==> src/rtl/miec_pkg.sv <==
// Shared constants and carriers for the idle-entry control block
package miec_pkg;

  // Bus geometry
  localparam int unsigned MIEC_ADDR_W = 4;
  localparam int unsigned MIEC_DATA_W = 32;
  localparam int unsigned MIEC_BE_W = 4;

  // Register byte offsets
  localparam logic [MIEC_ADDR_W-1:0] MIEC_OFF_CFG = 4'h0;
  localparam logic [MIEC_ADDR_W-1:0] MIEC_OFF_STATUS = 4'h4;

  // Field positions in the idle-entry configuration register
  localparam int unsigned MIEC_BIT_IDLE_REQ = 11;
  localparam int unsigned MIEC_BIT_WAKE_SEL = 10;
  localparam int unsigned MIEC_BIT_TIMER_GATE = 9;
  localparam int unsigned MIEC_BIT_RSVD8 = 8;
  localparam int unsigned MIEC_BIT_PLL_EN = 7;
  localparam int unsigned MIEC_BIT_IFACE_GATE = 6;
  localparam int unsigned MIEC_BIT_WDT_GATE = 0;

  // Byte lanes that carry the low and high configuration bytes
  localparam int unsigned MIEC_LANE_LO = 0;
  localparam int unsigned MIEC_LANE_HI = 1;

  // Reset values of the configuration fields
  localparam logic MIEC_RST_IDLE_REQ = 1'b1;
  localparam logic MIEC_RST_WAKE_SEL = 1'b1;
  localparam logic MIEC_RST_TIMER_GATE = 1'b0;
  localparam logic MIEC_RST_RSVD8 = 1'b0;
  localparam logic MIEC_RST_PLL_EN = 1'b0;
  localparam logic MIEC_RST_IFACE_GATE = 1'b0;
  localparam logic MIEC_RST_WDT_GATE = 1'b0;

  // Clock gating sequencer states
  typedef enum logic [1:0] {
    st_run,
    st_idle,
    st_restore
  } miec_state_t;

  // Software-visible configuration
  typedef struct packed {
    logic idle_req;
    logic wake_sel;
    logic timer_gate;
    logic rsvd8;
    logic pll_en;
    logic iface_gate;
    logic wdt_gate;
  } miec_cfg_t;

  // Conditions reported by the rest of the subsystem
  typedef struct packed {
    logic dsp_global_idle;
    logic dma_active;
    logic tc_local_bus_en;
    logic posted_write_pending;
    logic periph_clks_stopped;
  } miec_cond_t;

  // Clock enables handed to the clock gates
  typedef struct packed {
    logic mpu_core_clk;
    logic timer_clk;
    logic periph_bridge_clk;
    logic dma_clk;
    logic traffic_ctrl_clk;
    logic watchdog_clk;
  } miec_clk_en_t;

endpackage

==> src/rtl/miec_idle_ctrl.sv <==
// Operation
// - Writing one starts idle; reads one when idle
// - Idle request cleared by reset or interrupt; here reset sets it to one
// - Reading zero means active or wait-for-interrupt idle
// - Select zero: interrupt plus low wake pin
// - Select one: any interrupt or wake condition
// - Timer clock stops with core when selected
// - Upper four bits ignore writes, read zero
// - PLL idles only when DSP, MPU idle
// - Also DMA quiet, no posted write, clocks stopped; here DMA may stay active while the traffic controller local bus is disabled
// - PLL enable zero keeps PLL always active
// - Interface clocks stop with core when selected
// - Interface gate zero keeps interface clocks running
// - Watchdog mode never gates watchdog clock
// - Watchdog gate bit stops its clock in idle
//
// Chosen here: the register offsets and the Avalon-MM slave port.
`timescale 1ns/1ps
`default_nettype none

module miec_idle_ctrl (
  // Clock and reset
  input wire logic sys_clk,
  input wire logic nrst,
  // Avalon-MM slave
  input wire logic [miec_pkg::MIEC_ADDR_W-1:0] avs_address,
  input wire logic avs_read,
  input wire logic avs_write,
  input wire logic [miec_pkg::MIEC_DATA_W-1:0] avs_writedata,
  input wire logic [miec_pkg::MIEC_BE_W-1:0] avs_byteenable,
  output logic [miec_pkg::MIEC_DATA_W-1:0] avs_readdata,
  output logic avs_waitrequest,
  // MPU and interrupt handler
  input wire logic mpu_irq_assert_n,
  input wire logic mpu_wfi,
  input wire logic watchdog_mode,
  // External wake pin and chip-level wake request
  input wire logic chip_wake_n,
  input wire logic chip_wake_cond,
  // Subsystem idle conditions
  input wire miec_pkg::miec_cond_t cond,
  // Clock control outputs
  output miec_pkg::miec_clk_en_t clk_en,
  output logic main_pll_idle,
  output logic chip_idle_exit
);
  import miec_pkg::*;

  // Configuration register contents
  miec_cfg_t cfg_q;
  // Sequencer state
  miec_state_t state_q;
  miec_state_t state_d;
  // Two-flop synchroniser for the wake pin
  logic wake_meta_q;
  logic wake_sync_n_q;
  // Interrupt seen while idle, needed when the pin must also go low
  logic irq_seen_q;
  // Bus acknowledge stage
  logic ack_q;
  logic [MIEC_DATA_W-1:0] rdata_q;
  // Registered clock enables and status outputs
  miec_clk_en_t clk_en_q;
  logic pll_idle_q;
  logic chip_exit_q;

  // Decoded helpers
  logic irq_now;
  logic idle_source;
  logic bus_req;
  logic cfg_wr;
  logic wake_ok;
  logic gated;
  logic pll_cond;

  // Byte-lane aware write decode, used for both configuration bytes
  function automatic logic lane_wr(input logic [MIEC_BE_W-1:0] be, input int unsigned lane);
    lane_wr = be[lane];
  endfunction

  // Configuration word as seen by software
  function automatic logic [MIEC_DATA_W-1:0] cfg_word(input miec_cfg_t c);
    logic [MIEC_DATA_W-1:0] w;
    w = '0;
    w[MIEC_BIT_IDLE_REQ] = c.idle_req;
    w[MIEC_BIT_WAKE_SEL] = c.wake_sel;
    w[MIEC_BIT_TIMER_GATE] = c.timer_gate;
    w[MIEC_BIT_RSVD8] = c.rsvd8;
    w[MIEC_BIT_PLL_EN] = c.pll_en;
    w[MIEC_BIT_IFACE_GATE] = c.iface_gate;
    w[MIEC_BIT_WDT_GATE] = c.wdt_gate;
    cfg_word = w;
  endfunction

  // Interrupt line from the handler runs on this clock, so no synchroniser
  assign irq_now = ~mpu_irq_assert_n;
  // Idle by request bit or by wait-for-interrupt
  assign idle_source = cfg_q.idle_req | mpu_wfi;
  // One wait state per access keeps read data registered
  assign bus_req = avs_read | avs_write;
  assign avs_waitrequest = bus_req & ~ack_q;
  assign cfg_wr = avs_write & ack_q & (avs_address == MIEC_OFF_CFG);
  assign avs_readdata = rdata_q;

  // Wake pin synchroniser; only the second flop is read
  always_ff @(posedge sys_clk or negedge nrst) begin
    if (!nrst) begin
      wake_meta_q <= 1'b1;
      wake_sync_n_q <= 1'b1;
    end else begin
      wake_meta_q <= chip_wake_n;
      wake_sync_n_q <= wake_meta_q;
    end
  end

  // Bus acknowledge: high for one cycle after a request shows up
  always_ff @(posedge sys_clk or negedge nrst) begin
    if (!nrst) begin
      ack_q <= 1'b0;
    end else begin
      ack_q <= bus_req & ~ack_q;
    end
  end

  // Read data captured in the wait cycle, presented while waitrequest is low
  always_ff @(posedge sys_clk or negedge nrst) begin
    if (!nrst) begin
      rdata_q <= '0;
    end else if (avs_read && !ack_q) begin
      unique case (avs_address)
        // Upper bits 15..12 and unused bits read zero
        MIEC_OFF_CFG: begin
          rdata_q <= cfg_word(cfg_q);
        end
        // Live view of the sequencer and the enables it drives
        MIEC_OFF_STATUS: begin
          rdata_q <= {{(MIEC_DATA_W-12){1'b0}}, state_q, irq_seen_q, wake_sync_n_q,
                      chip_exit_q, pll_idle_q, clk_en_q};
        end
        // Unmapped offsets answer with zero
        default: begin
          rdata_q <= '0;
        end
      endcase
    end
  end

  // Idle request bit: software or reset sets it, an interrupt clears it.
  // The interrupt wins over a simultaneous write so it is never swallowed.
  always_ff @(posedge sys_clk or negedge nrst) begin
    if (!nrst) begin
      cfg_q.idle_req <= MIEC_RST_IDLE_REQ;
    end else if (irq_now) begin
      cfg_q.idle_req <= 1'b0;
    end else if (cfg_wr && lane_wr(avs_byteenable, MIEC_LANE_HI) &&
                 avs_writedata[MIEC_BIT_IDLE_REQ]) begin
      cfg_q.idle_req <= 1'b1;
    end
  end

  // Plain read/write configuration fields, byte-lane gated
  always_ff @(posedge sys_clk or negedge nrst) begin
    if (!nrst) begin
      cfg_q.wake_sel <= MIEC_RST_WAKE_SEL;
      cfg_q.timer_gate <= MIEC_RST_TIMER_GATE;
      cfg_q.rsvd8 <= MIEC_RST_RSVD8;
      cfg_q.pll_en <= MIEC_RST_PLL_EN;
      cfg_q.iface_gate <= MIEC_RST_IFACE_GATE;
      cfg_q.wdt_gate <= MIEC_RST_WDT_GATE;
    end else if (cfg_wr) begin
      // High byte: wake select, timer gate, reserved bit 8
      if (lane_wr(avs_byteenable, MIEC_LANE_HI)) begin
        cfg_q.wake_sel <= avs_writedata[MIEC_BIT_WAKE_SEL];
        cfg_q.timer_gate <= avs_writedata[MIEC_BIT_TIMER_GATE];
        // Stored as written; software is expected to keep it zero
        cfg_q.rsvd8 <= avs_writedata[MIEC_BIT_RSVD8];
      end
      // Low byte: PLL enable, interface gate, watchdog gate
      if (lane_wr(avs_byteenable, MIEC_LANE_LO)) begin
        cfg_q.pll_en <= avs_writedata[MIEC_BIT_PLL_EN];
        cfg_q.iface_gate <= avs_writedata[MIEC_BIT_IFACE_GATE];
        cfg_q.wdt_gate <= avs_writedata[MIEC_BIT_WDT_GATE];
      end
    end
  end

  // Remember an interrupt taken during idle until the wake pin agrees
  always_ff @(posedge sys_clk or negedge nrst) begin
    if (!nrst) begin
      irq_seen_q <= 1'b0;
    end else if (state_q != st_idle) begin
      irq_seen_q <= 1'b0;
    end else if (irq_now) begin
      irq_seen_q <= 1'b1;
    end
  end

  // Exit test: any interrupt, or interrupt plus a low wake pin
  always_comb begin
    if (cfg_q.wake_sel) begin
      wake_ok = irq_now;
    end else begin
      wake_ok = (irq_now | irq_seen_q) & ~wake_sync_n_q;
    end
  end

  // Sequencer: run, idle with clocks gated, restore clocks, then run
  always_comb begin
    state_d = state_q;
    unique case (state_q)
      // Enter idle on request bit or wait-for-interrupt
      st_run: begin
        if (idle_source && !irq_now) begin
          state_d = st_idle;
        end
      end
      // Stay gated until the selected wake condition holds
      st_idle: begin
        if (wake_ok) begin
          state_d = st_restore;
        end
      end
      // Subsystem clocks come back one cycle ahead of the core
      st_restore: begin
        state_d = st_run;
      end
    endcase
  end

  // State register
  always_ff @(posedge sys_clk or negedge nrst) begin
    if (!nrst) begin
      state_q <= st_run;
    end else begin
      state_q <= state_d;
    end
  end

  // Gating is applied only in the idle state itself
  assign gated = (state_d == st_idle);

  // Clock enables; registered so the gates see clean levels
  always_ff @(posedge sys_clk or negedge nrst) begin
    if (!nrst) begin
      clk_en_q <= '1;
    end else begin
      // Core restarts only after the restore cycle has passed
      clk_en_q.mpu_core_clk <= (state_d == st_run);
      clk_en_q.timer_clk <= ~(gated & cfg_q.timer_gate);
      clk_en_q.periph_bridge_clk <= ~(gated & cfg_q.iface_gate);
      clk_en_q.dma_clk <= ~(gated & cfg_q.iface_gate);
      clk_en_q.traffic_ctrl_clk <= ~(gated & cfg_q.iface_gate);
      // A watchdog must keep counting whatever the gate bit says
      clk_en_q.watchdog_clk <= watchdog_mode | ~(gated & cfg_q.wdt_gate);
    end
  end
  assign clk_en = clk_en_q;

  // Every condition for letting the main PLL idle
  assign pll_cond = cond.dsp_global_idle & (state_q == st_idle) &
                    (~cond.dma_active | ~cond.tc_local_bus_en) &
                    ~cond.posted_write_pending & cond.periph_clks_stopped;

  // PLL idle request, held off entirely while the enable is clear
  always_ff @(posedge sys_clk or negedge nrst) begin
    if (!nrst) begin
      pll_idle_q <= 1'b0;
    end else begin
      pll_idle_q <= cfg_q.pll_en & pll_cond;
    end
  end
  assign main_pll_idle = pll_idle_q;

  // Chip-level wake: pin must agree unless the select bit is set
  always_ff @(posedge sys_clk or negedge nrst) begin
    if (!nrst) begin
      chip_exit_q <= 1'b0;
    end else begin
      chip_exit_q <= chip_wake_cond & (cfg_q.wake_sel | ~wake_sync_n_q);
    end
  end
  assign chip_idle_exit = chip_exit_q;

  // Checks
  property p_req_set;
    @(posedge sys_clk) disable iff (!nrst)
      (cfg_wr && avs_byteenable[MIEC_LANE_HI] && avs_writedata[MIEC_BIT_IDLE_REQ] && !irq_now)
      |=> cfg_q.idle_req;
  endproperty
  a_req_set: assert property (p_req_set) else $error("idle request not set by write");

  property p_req_clr;
    @(posedge sys_clk) disable iff (!nrst)
      irq_now |=> !cfg_q.idle_req;
  endproperty
  a_req_clr: assert property (p_req_clr) else $error("idle request not cleared by irq");

  property p_read_idle;
    @(posedge sys_clk) disable iff (!nrst)
      (avs_read && !ack_q && avs_address == MIEC_OFF_CFG)
      |=> avs_readdata[MIEC_BIT_IDLE_REQ] == $past(cfg_q.idle_req) && !avs_waitrequest;
  endproperty
  a_read_idle: assert property (p_read_idle) else $error("idle bit read wrong");

  property p_pin_hold;
    @(posedge sys_clk) disable iff (!nrst)
      (state_q == st_idle && !cfg_q.wake_sel && wake_sync_n_q) |=> state_q == st_idle;
  endproperty
  a_pin_hold: assert property (p_pin_hold) else $error("left idle with wake pin high");

  property p_any_irq;
    @(posedge sys_clk) disable iff (!nrst)
      (state_q == st_idle && cfg_q.wake_sel && irq_now) |=> state_q == st_restore ##1 clk_en.mpu_core_clk;
  endproperty
  a_any_irq: assert property (p_any_irq) else $error("irq did not end idle");

  property p_timer;
    @(posedge sys_clk) disable iff (!nrst)
      (state_q == st_idle && state_d == st_idle)
      |=> clk_en.timer_clk == !$past(cfg_q.timer_gate);
  endproperty
  a_timer: assert property (p_timer) else $error("timer clock gating wrong");

  property p_rsvd_hi;
    @(posedge sys_clk) disable iff (!nrst)
      (avs_read && !ack_q && avs_address == MIEC_OFF_CFG) |=> avs_readdata[15:12] == 4'h0;
  endproperty
  a_rsvd_hi: assert property (p_rsvd_hi) else $error("upper bits not zero");

  property p_pll;
    @(posedge sys_clk) disable iff (!nrst)
      main_pll_idle |-> $past(pll_cond) && $past(cfg_q.pll_en);
  endproperty
  a_pll: assert property (p_pll) else $error("pll idled without conditions");

  property p_pll_off;
    @(posedge sys_clk) disable iff (!nrst)
      !cfg_q.pll_en |=> !main_pll_idle;
  endproperty
  a_pll_off: assert property (p_pll_off) else $error("pll idled while disabled");

  property p_iface;
    @(posedge sys_clk) disable iff (!nrst)
      (state_d == st_idle) |=> clk_en.dma_clk == !$past(cfg_q.iface_gate);
  endproperty
  a_iface: assert property (p_iface) else $error("interface gating wrong");

  property p_wdt;
    @(posedge sys_clk) disable iff (!nrst)
      watchdog_mode |=> clk_en.watchdog_clk;
  endproperty
  a_wdt: assert property (p_wdt) else $error("watchdog clock gated in watchdog mode");

  property p_resume;
    @(posedge sys_clk) disable iff (!nrst)
      $rose(clk_en.mpu_core_clk) |-> $past(clk_en.periph_bridge_clk) && $past(clk_en.timer_clk);
  endproperty
  a_resume: assert property (p_resume) else $error("core resumed before clocks");

endmodule

`default_nettype wire

==> config.mk <==
export PLATFORM = sky130hd
export DESIGN_NAME = miec_idle_ctrl
export DESIGN_NICKNAME = d
export VERILOG_FILES = /design/src/rtl/miec_pkg.sv /design/src/rtl/miec_idle_ctrl.sv
export SDC_FILE = /design/constraint.sdc
export NUM_CORES = 1
export LEC_CHECK = 0
export BUFFER_PORTS_ARGS = -buffer_cell sky130_fd_sc_hd__buf_4
export CAP_MARGIN = 5
export CORE_UTILIZATION = 40
export DETAILED_ROUTE_END_ITERATION = 6
export PLACE_DENSITY = 0.9
export SLEW_MARGIN = 20
export SYNTH_ARGS = -nofsm -noshare
export SYNTH_HDL_FRONTEND = slang
export SYNTH_SLANG_ARGS = --single-unit
==> constraint.sdc <==
create_clock -name sys_clk -period 1.8 [get_ports sys_clk]
set_input_delay 0.18 -clock sys_clk [delete_from_list [all_inputs] [get_ports sys_clk]]
set_output_delay 0.18 -clock sys_clk [all_outputs]
set_load 0.05 [all_outputs]
### Word level (Yosys, flattened, before mapping)

Cells that the tools add are included.

| word-level totals | value |
|---|---|
| bits in registers | 51 |
| input port bits | 54 |
| output and inout port bits | 41 |

| cells by class | value |
|---|---|
| equality and inequality tests | 7 |
| multiplexer cells | 9 |
| reduce and logical (&&, ||, !) cells | 10 |
| bitwise gates (word level) | 28 |

Operators by type and width:

| cell | number |
|---|---|
| $pmux W12 S2 | 1 |
| $and A1 B1 Y1 | 13 |
| $not A1 Y1 | 9 |
| $ne A2 B1 Y1 const B | 3 |
| $or A1 B1 Y1 | 6 |
| $pmux W2 S3 | 1 |
| $mux W1 | 5 |
| $eq A2 B1 Y1 const B | 2 |
| $eq A4 B3 Y1 const B | 1 |
| $logic_and A1 B1 Y1 | 4 |
| $logic_not A2 Y1 | 2 |
| $logic_not A4 Y1 | 1 |
| $mux W2 | 2 |
| $reduce_and A2 Y1 | 2 |
| $eq A2 B2 Y1 const B | 1 |
| $logic_not A1 Y1 | 1 |

### Logic depth before layout (Yosys ltp)

Gate-level depths: netlist of the first run.

| depth | value |
|---|---|
| depth in word-level cells | 10 |
| depth in mapped cells | 6 |
| depth with buffers taken out | 6 |

### Worst setup path before layout of the first run

Ideal clock, no wire load.

| timing | value |
|---|---|
| kind | register to register |
| from | register state_q[0] |
| to | register clk_en_q (netlist bit clk_en[5]) |
| clock period less this slack | 1362 ps |
| slack | 438 ps |
| data arrival time | 1273 ps |
| path buffers | 0 |
| stages on the path, launching flop included | 5 |
| required time | 1712 ps |
| cells stage by stage | dfrtp_1 ha_1 a221oi_1 o221ai_1 nor2b_1 |

| on the way | value |
|---|---|
| longest elaborated chain between the ends | 3 |
| elaborated cells on any way between the ends | 7 |
| those cells by class | 2 x eq/ne; 3 x mux; 2 x reduce/logical |

RTL lines:

| what | line | RTL |
|---|---|---|
| from (decl) | miec_idle_ctrl.sv:52 | `miec_state_t state_q;` |
| from (signal assigned) | miec_idle_ctrl.sv:233 | `state_q <= st_run;` |
| from (signal assigned) | miec_idle_ctrl.sv:235 | `state_q <= state_d;` |
| $eq A2 B2 Y1, or another cell as far along | miec_idle_ctrl.sv:210 | `unique case (state_q)` |
| $pmux W2 S3 * | miec_idle_ctrl.sv:210 |  |
| $logic_not A2 Y1 * | miec_idle_ctrl.sv:248 | `clk_en_q.mpu_core_clk <= (state_d == st_run);` |
| to (decl) | miec_idle_ctrl.sv:63 | `miec_clk_en_t clk_en_q;` |

Every way passes the cells marked *; elsewhere a longest branch is shown, timed or not.
A chain may end at the register's enable or synchronous reset.

### Worst setup path after layout of the first run

| timing | value |
|---|---|
| from | register ack_q |
| to | register rdata_q[9], in the netlist avs_readdata[9] |

| on the way | value |
|---|---|
| longest elaborated chain between the ends | 2 |

RTL lines:

| what | line | RTL |
|---|---|---|
| from (decl) | miec_idle_ctrl.sv:60 | `logic ack_q;` |
| from (signal assigned) | miec_idle_ctrl.sv:121 | `ack_q <= bus_req & ~ack_q;` |
| $logic_not A1 Y1 | miec_idle_ctrl.sv:129 | `end else if (avs_read && !ack_q) begin` |
| $logic_and A1 B1 Y1 | miec_idle_ctrl.sv:129 |  |
| to (signal assigned) | miec_idle_ctrl.sv:133 | `rdata_q <= cfg_word(cfg_q);` |
| to (signal assigned) | miec_idle_ctrl.sv:137 | `rdata_q <= {{(MIEC_DATA_W-12){1'b0}}, state_q, irq_seen_q, wake_sync_n_q,` |
| to (decl) | miec_idle_ctrl.sv:61 | `logic [MIEC_DATA_W-1:0] rdata_q;` |

Every way passes these cells.

==> results.json, run 1 <==
{
  "finalHoldViolCount": 0,
  "p_sw_mw": 0.678,
  "grt_pass1_vias": 930,
  "ys_seq_area_frac": 0.549,
  "grt_pass1_wl_um": 4240,
  "rrSetupSlack_ns": 0.28,
  "portBuffers": 47,
  "swShare": 0.375,
  "dp_hpwl_um": 1960,
  "clk_path_buf_depth": 2,
  "num_vias": 1008,
  "hp-class": "in -> reg",
  "setup_viol": 0,
  "io_pins": 95,
  "cp.arrival_ns": 1.73,
  "post_cts_buffers": 0,
  "worst_ep_required_time_ns": 2.01,
  "layout-drive-gt1-share": 0.440,
  "fin_skew_ns": 0.0114,
  "globalRouteOverflowTotal": 0,
  "crit_end": "avs_readdata[9]$_DFFE_PN0P_",
  "cp-end-kind": "flop",
  "syn_area_per_cell_um2": 11.8,
  "critPathLaunch": "ack_q$_DFF_PN0_",
  "n_fill_cell": 288,
  "clock_latency_ns": 0.32,
  "setup_tns_ns": 0,
  "initial_utilization": 0.428,
  "worst-setup-path-type": "reg -> reg",
  "r2r-end": "avs_readdata[9]$_DFFE_PN0P_",
  "area_growth_pct": 29.6,
  "crit_fanout": 10,
  "wl_per_cell_um": 12.5,
  "final_nets": 222,
  "drt-initial-drc-count": 41,
  "sequentialPowerShare": 0.449,
  "gp_congestion": 0.777,
  "slew_viol_final": 0,
  "drc_errors": 0,
  "post_cts_resized": 0,
  "dr.pass1.iters": 5,
  "hold_buffers": 2,
  "antenna_cells": 0,
  "seq_area_um2": 736,
  "grt_start_max_net_pins": 30,
  "postRouteAntennaNets": 0,
  "drt-vias-per-instance": 4.75,
  "status": "finished clean",
  "dieArea_um2": 3590,
  "power.leakage_nw": 0.922,
  "synth_area_um2": 1340,
  "cts-htree-levels": 2,
  "wirelength_um": 2650,
  "cp-start-kind": "flop",
  "ir_drop_uv": 604,
  "intPower_mw": 1.13,
  "antenna_found_initial": 0,
  "power.density_nw_per_um2": 1040,
  "cts_tree": "built",
  "die_w_um": 59.9,
  "fmax_mhz": 657,
  "maxCapViolations": 0,
  "yosys_warnings": 0,
  "finalCriticalPeriod_ns": 1.52,
  "rr_worst_depth": 5,
  "numCtsBuffers": 5,
  "post-route-util": 0.555,
  "clkPwrFrac": 0.223,
  "clkSinkCount": 29,
  "coreArea_um2": 3130,
  "syn_inst": 114,
  "die_h_um": 59.9,
  "rsz0062_at_grt": "no",
  "rows": 20,
  "synthDistinctLibCells": 27,
  "clkTransAtPathRegs_ns": 0.09,
  "p_comb_frac": 0.328,
  "grtUsageTotal": 0.169,
  "multi_input_area_um2": 443,
  "timing.final.crit_share": 0.846,
  "clockRootBuffer": "clkbuf_4",
  "r2r-start": "ack_q$_DFF_PN0_",
  "ys_ff_latch": 29
}
==> layer usage <==
layer	wire [µm]	track usage	vias up
met5	0	0	-
met4	27	0.0598	0
met3	314	0.0823	4
met2	1300	0.275	71
met1	1010	0.193	472
li1	-	-	461
==> registers in the layout, summed over array words and instances (netlist names) <==
signal,cells
avs_readdata,10
state_q,2
cfg_q,7
clk_en,4
irq_seen_q,1
chip_idle_exit,1
ack_q,1
wake_meta_q,1
main_pll_idle,1
wake_sync_n_q,1
==> synth_stat cells <==
cell | instances | area (µm²)
buf_4 | 24 | 180
dfrtp_1 | 21 | 526
inv_1 | 13 | 48.8
dfstp_2 | 8 | 210
a222oi_1 | 7 | 70.1
mux2_2 | 6 | 67.6
nand2_1 | 6 | 22.5
a22o_1 | 3 | 26.3
nor3_2 | 3 | 30.0
a21boi_0 | 2 | 15.0
a21oi_1 | 2 | 10.0
nand2b_1 | 2 | 12.5
nand3_1 | 2 | 10.0
nor2_1 | 2 | 7.51
a221oi_1 | 1 | 8.76
a311oi_1 | 1 | 8.76
and3b_1 | 1 | 8.76
and4b_1 | 1 | 10.0
clkbuf_1 | 1 | 3.75
conb_1 | 1 | 3.75
ha_1 | 1 | 12.5
nand4b_1 | 1 | 8.76
nor2b_1 | 1 | 6.26
o211ai_1 | 1 | 7.51
o21ai_0 | 1 | 5.00
o221ai_1 | 1 | 8.76
or3_4 | 1 | 11.3
==> layout by cell type, fill, tap and decap left out, drive strengths merged, types with 3 or more instances in the layout <==
| cell type | instances |
|---|---|
| conb | 20 |
| dfrtp | 21 |
| mux2 | 6 |
| clkbuf | 8 |
| inv | 13 |
| dfstp | 8 |
| nor3 | 3 |
| nand2 | 6 |
| a22o | 3 |
| buf | 50 |
| a222oi | 7 |
==> logic make-up (layout without fill, tap and decap cells) <==
family	after synthesis	count (layout)	synth area share
buffers and inverters	38	73	0.174
flip-flops	29	29	0.549
AND/OR/NAND/NOR	20	20	0.0952
AO/OA/AOI/OAI	19	19	0.120
multiplexers	6	6	0.0504
adder cells (fa/ha/maj)	1	1	0.00934
other	1	20	0.00280
==> power by group through the flow <==
stage / clock network (mW) / registers, mW / logic [mW]
after floorplan: 0 / 0.924 / 0.356
after global placement: 0 / 0.817 / 0.581
after detailed placement: 0 / 0.822 / 0.589
after CTS: 0.412 / 0.810 / 0.595
after global routing: 0.444 / 0.824 / 0.638
final: 0.404 / 0.811 / 0.593
==> critical path, stage by stage, from the launching register on <==
cell      delay (ns)
dfrtp_1         0.37
nand2b_1        0.34
nor3_2          0.09
buf_4           0.18
a222oi_1        0.36
inv_1           0.07
==> worst min path at each step <==
stage                  start  cells past startpoint  slack [ns]                     end
6_report       watchdog_mode                      2        0.06     clk_en[0]$_DFF_PN1_
5_1_grt        watchdog_mode                      2        0.05     clk_en[0]$_DFF_PN1_
4_1_cts        watchdog_mode                      2        0.06     clk_en[0]$_DFF_PN1_
3_5_place_dp            nrst                      1        0.12  irq_seen_q$_DFFE_PN0P_
3_3_place_gp            nrst                      1        0.11    cfg_q[3]$_DFFE_PN0N_
2_1_floorplan           nrst                      0       -0.12         ack_q$_DFF_PN0_
==> through the flow <==
stage | hold WS (ns) | setup slack, ns | total power, mW | instance area [µm²] | instances
global route | 0.0506 | 0.182 | 1.91 | 1740 | 212
global placement | 0.111 | 0.304 | 1.40 | 1660 | 202
finish | 0.0642 | 0.277 | 1.81 | 1740 | 212
floorplan | -0.116 | 0.438 | 1.28 | 1410 | 133
detailed placement | 0.117 | 0.275 | 1.41 | 1660 | 202
CTS | 0.0559 | 0.294 | 1.82 | 1740 | 212
==> layout make-up <==
class,count,area share
well taps,44,0.0317
clock buffers,8,0.0339
repair buffers,52,0.228
multi-input cells,66,0.255
inverters,13,0.0281
flip-flops and latches,29,0.424
No activity file was read; power rests on OpenSTA's default activity.
==> inputs of run 2 (changes only) <==
--- a/config.mk
+++ b/config.mk
@@ -7,9 +7,9 @@
 export LEC_CHECK = 0
 export BUFFER_PORTS_ARGS = -buffer_cell sky130_fd_sc_hd__buf_4
 export CAP_MARGIN = 5
-export CORE_UTILIZATION = 40
+export CORE_UTILIZATION = 36
 export DETAILED_ROUTE_END_ITERATION = 6
-export PLACE_DENSITY = 0.9
+export PLACE_DENSITY = 0.86
 export SLEW_MARGIN = 20
 export SYNTH_ARGS = -nofsm -noshare
 export SYNTH_HDL_FRONTEND = slang
==> constraint.sdc (replaced) <==
create_clock -name sys_clk -period 1.23 [get_ports sys_clk]
set_input_delay 0.123 -clock sys_clk [delete_from_list [all_inputs] [get_ports sys_clk]]
set_output_delay 0.123 -clock sys_clk [all_outputs]
set_load 0.05 [all_outputs]
==> run 2 against run 1 <==
Against the previous run: the flow now finishes with violations (setup timing); cell count up 6.6%; total power up 74%; via count up 1.9%; critical path type unchanged; largest cell class unchanged.
==> results.json, run 2 (synthesis results as in run 1) <==
{
  "clkPwrFrac": 0.249,
  "clockRootBuffer": "clkbuf_8",
  "postRouteAntennaNets": 0,
  "antenna_found_initial": 0,
  "timing.final.crit_share": 1.12,
  "preCtsSetupSlack_ns": -0.165,
  "cp.arrival_ns": 1.54,
  "cp-end-kind": "flop",
  "final_common_cell": "buf_4",
  "power.leakage_nw": 1.04,
  "clkSinkCount": 29,
  "finalHoldViolCount": 0,
  "crit_fanout": 5,
  "fmax_mhz": 727,
  "slew_viol_final": 0,
  "coreArea_um2": 3440,
  "dieArea_um2": 3970,
  "grtUsageTotal": 0.145,
  "initial_utilization": 0.389,
  "drt-initial-drc-count": 48,
  "worst_ep_required_time_ns": 1.40,
  "layout-drive-gt1-share": 0.539,
  "clk_path_buf_depth": 2,
  "num_vias": 1027,
  "cts_tree": "built",
  "finalWorstSetupSlack_ns": -0.146,
  "wirelength_um": 2810,
  "portBuffers": 47,
  "post-route-util": 0.572,
  "cp-start-kind": "flop",
  "gp_congestion": 0.770,
  "area_growth_pct": 47.0,
  "intPower_mw": 2.03,
  "hp-class": "in -> reg",
  "sequentialPowerShare": 0.378,
  "largest_reg_flops": 10,
  "grt_pass1_wl_um": 4380,
  "rows": 21,
  "final_cells": 226,
  "grt_pass1_vias": 1036,
  "status": "finished, violations left",
  "finalCriticalPeriod_ns": 1.38,
  "dp_cells": 213,
  "violations": "setup timing",
  "multi_input_area_um2": 528,
  "die_w_um": 63.0,
  "dp_hpwl_um": 2150,
  "seq_area_um2": 736,
  "final_nets": 234,
  "rsz0062_at_grt": "yes",
  "dr.pass1.iters": 5,
  "maxCapViolations": 0,
  "fin_skew_ns": 0.00201,
  "ir_drop_uv": 823,
  "numCtsBuffers": 5,
  "grt_start_max_net_pins": 30,
  "cts-htree-levels": 2,
  "p_total_mw": 3.14,
  "worst-setup-path-type": "reg -> reg",
  "drc_errors": 0,
  "placed_area_um2": 1780,
  "n_fill_cell": 297,
  "globalRouteOverflowTotal": 0,
  "wl_per_cell_um": 12.4,
  "swShare": 0.354,
  "die_h_um": 63.0,
  "final_cell_mix": "58 x buf_4, 21 x dfrtp_1, 20 x conb_1, 12 x inv_1, 8 x dfstp_2",
  "power.density_nw_per_um2": 1590,
  "setup_viol": 8,
  "drt-vias-per-instance": 4.54,
  "p_comb_frac": 0.373,
  "p_sw_mw": 1.11,
  "antenna_cells": 0,
  "fin_area_um2": 1970,
  "clock_latency_ns": 0.27,
  "clkTransAtPathRegs_ns": 0.06,
  "io_pins": 95
}
[run 2: final cells by class]
class,count,area share
Clock buffer,8,0.0457
Inverter,13,0.0248
Multi-Input combinational cell,66,0.268
Sequential cell,29,0.374
Tap cell,46,0.0292
Timing Repair Buffer,64,0.259
[run 2: final timing paths]
kind                                       start                      endpoint  slack (ns)  depth (start not counted)
min in group asynchronous                   nrst  avs_readdata[11]$_DFFE_PN0P_        0.31                          2
setup reg to reg            state_q[0]$_DFF_PN0_          state_q[0]$_DFF_PN0_       -0.15                          5
setup / recovery            state_q[0]$_DFF_PN0_          state_q[0]$_DFF_PN0_       -0.15                          5
hold reg to reg            wake_meta_q$_DFF_PN1_       wake_sync_n_q$_DFF_PN1_        0.36                          0
hold / removal                     watchdog_mode           clk_en[0]$_DFF_PN1_        0.06                          2
max in group asynchronous                   nrst         wake_meta_q$_DFF_PN1_        0.61                          2
[run 2: power by group through the flow]
stage / Clock (mW) / Sequential (mW) / Combinational, mW
floorplan: 0 / 1.36 / 0.629
global placement: 0 / 1.20 / 1.05
detailed placement: 0 / 1.20 / 1.07
CTS: 0.787 / 1.19 / 1.09
global route: 0.835 / 1.20 / 1.25
finish: 0.781 / 1.19 / 1.17
[run 2: worst max-delay path, stage by stage, from the launching register on]
cell and delay [ns]:
dfrtp_1 0.41, ha_4 0.18, and3b_1 0.16, a311oi_2 0.28, a21oi_2 0.10, buf_4 0.15
[run 2: stage by stage]
step / hold slack [ns] / setup TNS [ns]
2_1_floorplan: -0.173 / -0.144
3_3_place_gp: 0.0556 / -1.25
3_5_place_dp: 0.0596 / -1.65
4_1_cts: 0.0511 / -0.218
5_1_grt: 0.0779 / -1.39
6_report: 0.0554 / -0.573
[run 2: timing repair]
action,in CTS,in global routing
endpoints found under the setup margin,19,23
gates resized for setup,6,9
buffers inserted,0,6
pin swaps,5,14
hold buffers,2,0
hold endpoints to repair,22,0
gates cloned,0,0
[run 2: metal layers]
layer | GRT usage | vias up | routed length (µm)
met1 | 0.159 | 481 | 1130
li1 | - | 489 | -
met2 | 0.266 | 54 | 1480
met4 | 0.0407 | 0 | 16
met5 | 0 | - | 0
met3 | 0.0420 | 3 | 184
==> inputs of run 3 (changes only) <==
--- a/config.mk
+++ b/config.mk
@@ -5,11 +5,12 @@
 export SDC_FILE = /design/constraint.sdc
 export NUM_CORES = 1
 export LEC_CHECK = 0
+export ABC_AREA = 1
 export BUFFER_PORTS_ARGS = -buffer_cell sky130_fd_sc_hd__buf_4
 export CAP_MARGIN = 5
-export CORE_UTILIZATION = 36
+export CORE_UTILIZATION = 40
 export DETAILED_ROUTE_END_ITERATION = 6
-export PLACE_DENSITY = 0.86
+export PLACE_DENSITY = 0.87
 export SLEW_MARGIN = 20
 export SYNTH_ARGS = -nofsm -noshare
 export SYNTH_HDL_FRONTEND = slang
==> constraint.sdc (replaced) <==
create_clock -name sys_clk -period 1.3 [get_ports sys_clk]
set_input_delay 0.13 -clock sys_clk [delete_from_list [all_inputs] [get_ports sys_clk]]
set_output_delay 0.13 -clock sys_clk [all_outputs]
set_load 0.05 [all_outputs]
==> run 3 against run 2 <==
Against the previous run: the run now ends clean; sequential cell count is the same; sequential share of layout area is essentially flat; clock-buffer cell count shrank 1; utilization shrank 0.36 points; synthesized area grew 12%; clock power grew 22%; synthesized cell count grew 60%; critical endpoint is now clk_en[5]$_DFF_PN1_; largest cell class unchanged.
==> results.json, run 3 <==
{
  "drt-initial-drc-count": 53,
  "drt-vias-per-instance": 4.39,
  "clkTransAtPathRegs_ns": 0.06,
  "synth_area_um2": 1500,
  "finalHoldViolCount": 0,
  "n_fill_cell": 346,
  "yosys_warnings": 0,
  "rows": 21,
  "ir_drop_uv": 646,
  "die_w_um": 63.2,
  "initial_utilization": 0.432,
  "fmax_mhz": 803,
  "whs_ns": 0.0784,
  "ys_seq_area_frac": 0.491,
  "antenna_cells": 0,
  "post-route-util": 0.569,
  "cp-end-kind": "flop",
  "worstHoldStart": "avs_writedata[10]",
  "cp.arrival_ns": 1.46,
  "dp_hpwl_um": 2330,
  "clkSinkCount": 29,
  "synth.area.top_cells": "dfrtp_1 35%, nand2_1 15%, dfstp_2 14%",
  "synth_enable_flop_cells": 0,
  "clk_path_buf_depth": 2,
  "finalCriticalPeriod_ns": 1.25,
  "wirelength_um": 3000,
  "antenna_found_initial": 0,
  "finalWorstSetupSlack_ns": 0.0541,
  "synthDistinctLibCells": 21,
  "final_nets": 290,
  "coreArea_um2": 3470,
  "worst_ep_required_time_ns": 1.52,
  "power.density_nw_per_um2": 1580,
  "asyncSetResetFlopFracSynth": 1.00,
  "die_h_um": 63.2,
  "clockRootBuffer": "clkbuf_8",
  "cts_tree": "built",
  "maxCapViolations": 0,
  "slew_viol_final": 0,
  "postRouteAntennaNets": 0,
  "synth_top_area_frac": 0.351,
  "num_vias": 1237,
  "cts-htree-levels": 2,
  "preCtsSetupSlack_ns": -0.00900,
  "dieArea_um2": 4000,
  "drc_errors": 0,
  "layout-drive-gt1-share": 0.318,
  "yosysMostFrequentCell": "nand2_1",
  "cp-start-kind": "flop",
  "final_cells": 282,
  "worst-setup-path-type": "reg -> reg",
  "dr.pass1.iters": 4,
  "fin_skew_ns": 0.00431,
  "power.leakage_nw": 1.09,
  "timing.final.crit_share": 0.958,
  "ys_ff_latch": 29,
  "syn_inst": 182,
  "portBuffers": 47,
  "io_pins": 95,
  "synth_top_area_cell": "dfrtp_1",
  "grt_pass1_vias": 1184,
  "wl_per_cell_um": 10.6,
  "final_cell_mix": "58 x nand2_1, 49 x buf_4, 21 x dfrtp_1, 20 x conb_1, 16 x nand3_1",
  "globalRouteOverflowTotal": 0,
  "numCtsBuffers": 5,
  "grtUsageTotal": 0.169,
  "grt_start_max_net_pins": 30,
  "largest_reg_flops": 10,
  "synth_common_cells": "59 x nand2_1, 24 x buf_4, 21 x dfrtp_1",
  "crit_fanout": 5,
  "yosys_most_used_dff": "dfrtp_1",
  "setup_viol": 0,
  "area_growth_pct": 31.6,
  "r2r-start": "state_q[0]$_DFF_PN0_",
  "dp_cells": 270,
  "syn_area_per_cell_um2": 8.24,
  "hp-class": "in -> reg",
  "final_common_cell": "nand2_1",
  "grt_pass1_wl_um": 5180,
  "gp_congestion": 0.823,
  "clock_latency_ns": 0.28,
  "status": "finished clean",
  "critPathLaunch": "state_q[0]$_DFF_PN0_"
}
-- run 3: changes by cell type after synthesis, sizes merged, moves of 2 or more --
cell | before | now
nand2b | 2 | 0
nand3 | 2 | 16
nor3 | 3 | 1
nor2 | 2 | 18
nand2 | 6 | 61
a22o | 3 | 0
a222oi | 7 | 0
o21ai | 1 | 10
inv | 13 | 15
mux2 | 6 | 0
-- run 3: per-stage QoR --
| stage | cell area (µm²) | total power [mW] | setup TNS [ns] |
|---|---|---|---|
| after floorplan | 1570 | 1.88 | 0 |
| after global placement | 1800 | 2.06 | 0 |
| after detailed placement | 1800 | 2.09 | -0.00900 |
| after CTS | 1960 | 3.11 | 0 |
| after global routing | 1970 | 3.29 | -0.0516 |
| final | 1970 | 3.12 | 0 |
-- run 3: repair_timing --
action | CTS | global route
setup endpoints to repair | 3 | 5
gates resized for setup | 1 | 2
buffers inserted | 0 | 1
endpoints found under the hold margin | 23 | 0
hold buffers | 3 | 0
-- run 3: power by group --
group	leakage [nW]	switching, mW	internal (mW)	total, mW
Sequential	0.367	0.0859	1.04	1.13
Clock	0.0585	0.327	0.624	0.950
Combinational	0.666	0.697	0.339	1.04
Total	1.09	1.11	2.01	3.12
-- run 3: critical path, cell delays in order (launching register included) --
cell,delay [ns]
dfrtp_1,0.43
ha_4,0.27
a21oi_1,0.13
nand2_1,0.09
nand2_1,0.08
nand2_2,0.08
nand2_1,0.06
inv_1,0.03
-- run 3: worst paths after layout --
path / endpoint / slack (ns) / cells past startpoint
setup reg to reg: clk_en[5]$_DFF_PN1_ / 0.05 / 7
hold reg to reg: wake_sync_n_q$_DFF_PN1_ / 0.36 / 0
min in group asynchronous: avs_readdata[9]$_DFFE_PN0P_ / 0.31 / 2
hold / removal: cfg_q[5]$_DFFE_PN1N_ / 0.08 / 3
setup / recovery: clk_en[5]$_DFF_PN1_ / 0.05 / 7
max in group asynchronous: wake_sync_n_q$_DFF_PN1_ / 0.69 / 2
-- run 3: cell families after synthesis --
kind of cell	count (synthesis)	synth area share
simple gates	97	0.287
flops	29	0.491
fa+ha+maj	1	0.00835
compound gates	14	0.0501
other cells	1	0.00250
buf+inv	40	0.161
-- run 3: cell type report --
| class | count | area (µm²) | share of cell area |
|---|---|---|---|
| Tap cell | 46 | 57.6 | 0.0292 |
| Sequential cell | 29 | 736 | 0.373 |
| Clock inverter | 1 | 30.0 | 0.0152 |
| Timing Repair Buffer | 52 | 398 | 0.202 |
| Clock buffer | 7 | 86.3 | 0.0438 |
| Multi-Input combinational cell | 132 | 608 | 0.308 |
| Inverter | 15 | 56.3 | 0.0286 |
-- run 3: layer usage --
metal | GRT usage | part of all wire | up-vias
met1 | 0.198 | 0.42 | 555
li1 | - | - | 628
met5 | 0 | 0 | -
met2 | 0.274 | 0.51 | 50
met4 | 0.0852 | 0.0093 | 0
met3 | 0.0562 | 0.062 | 4
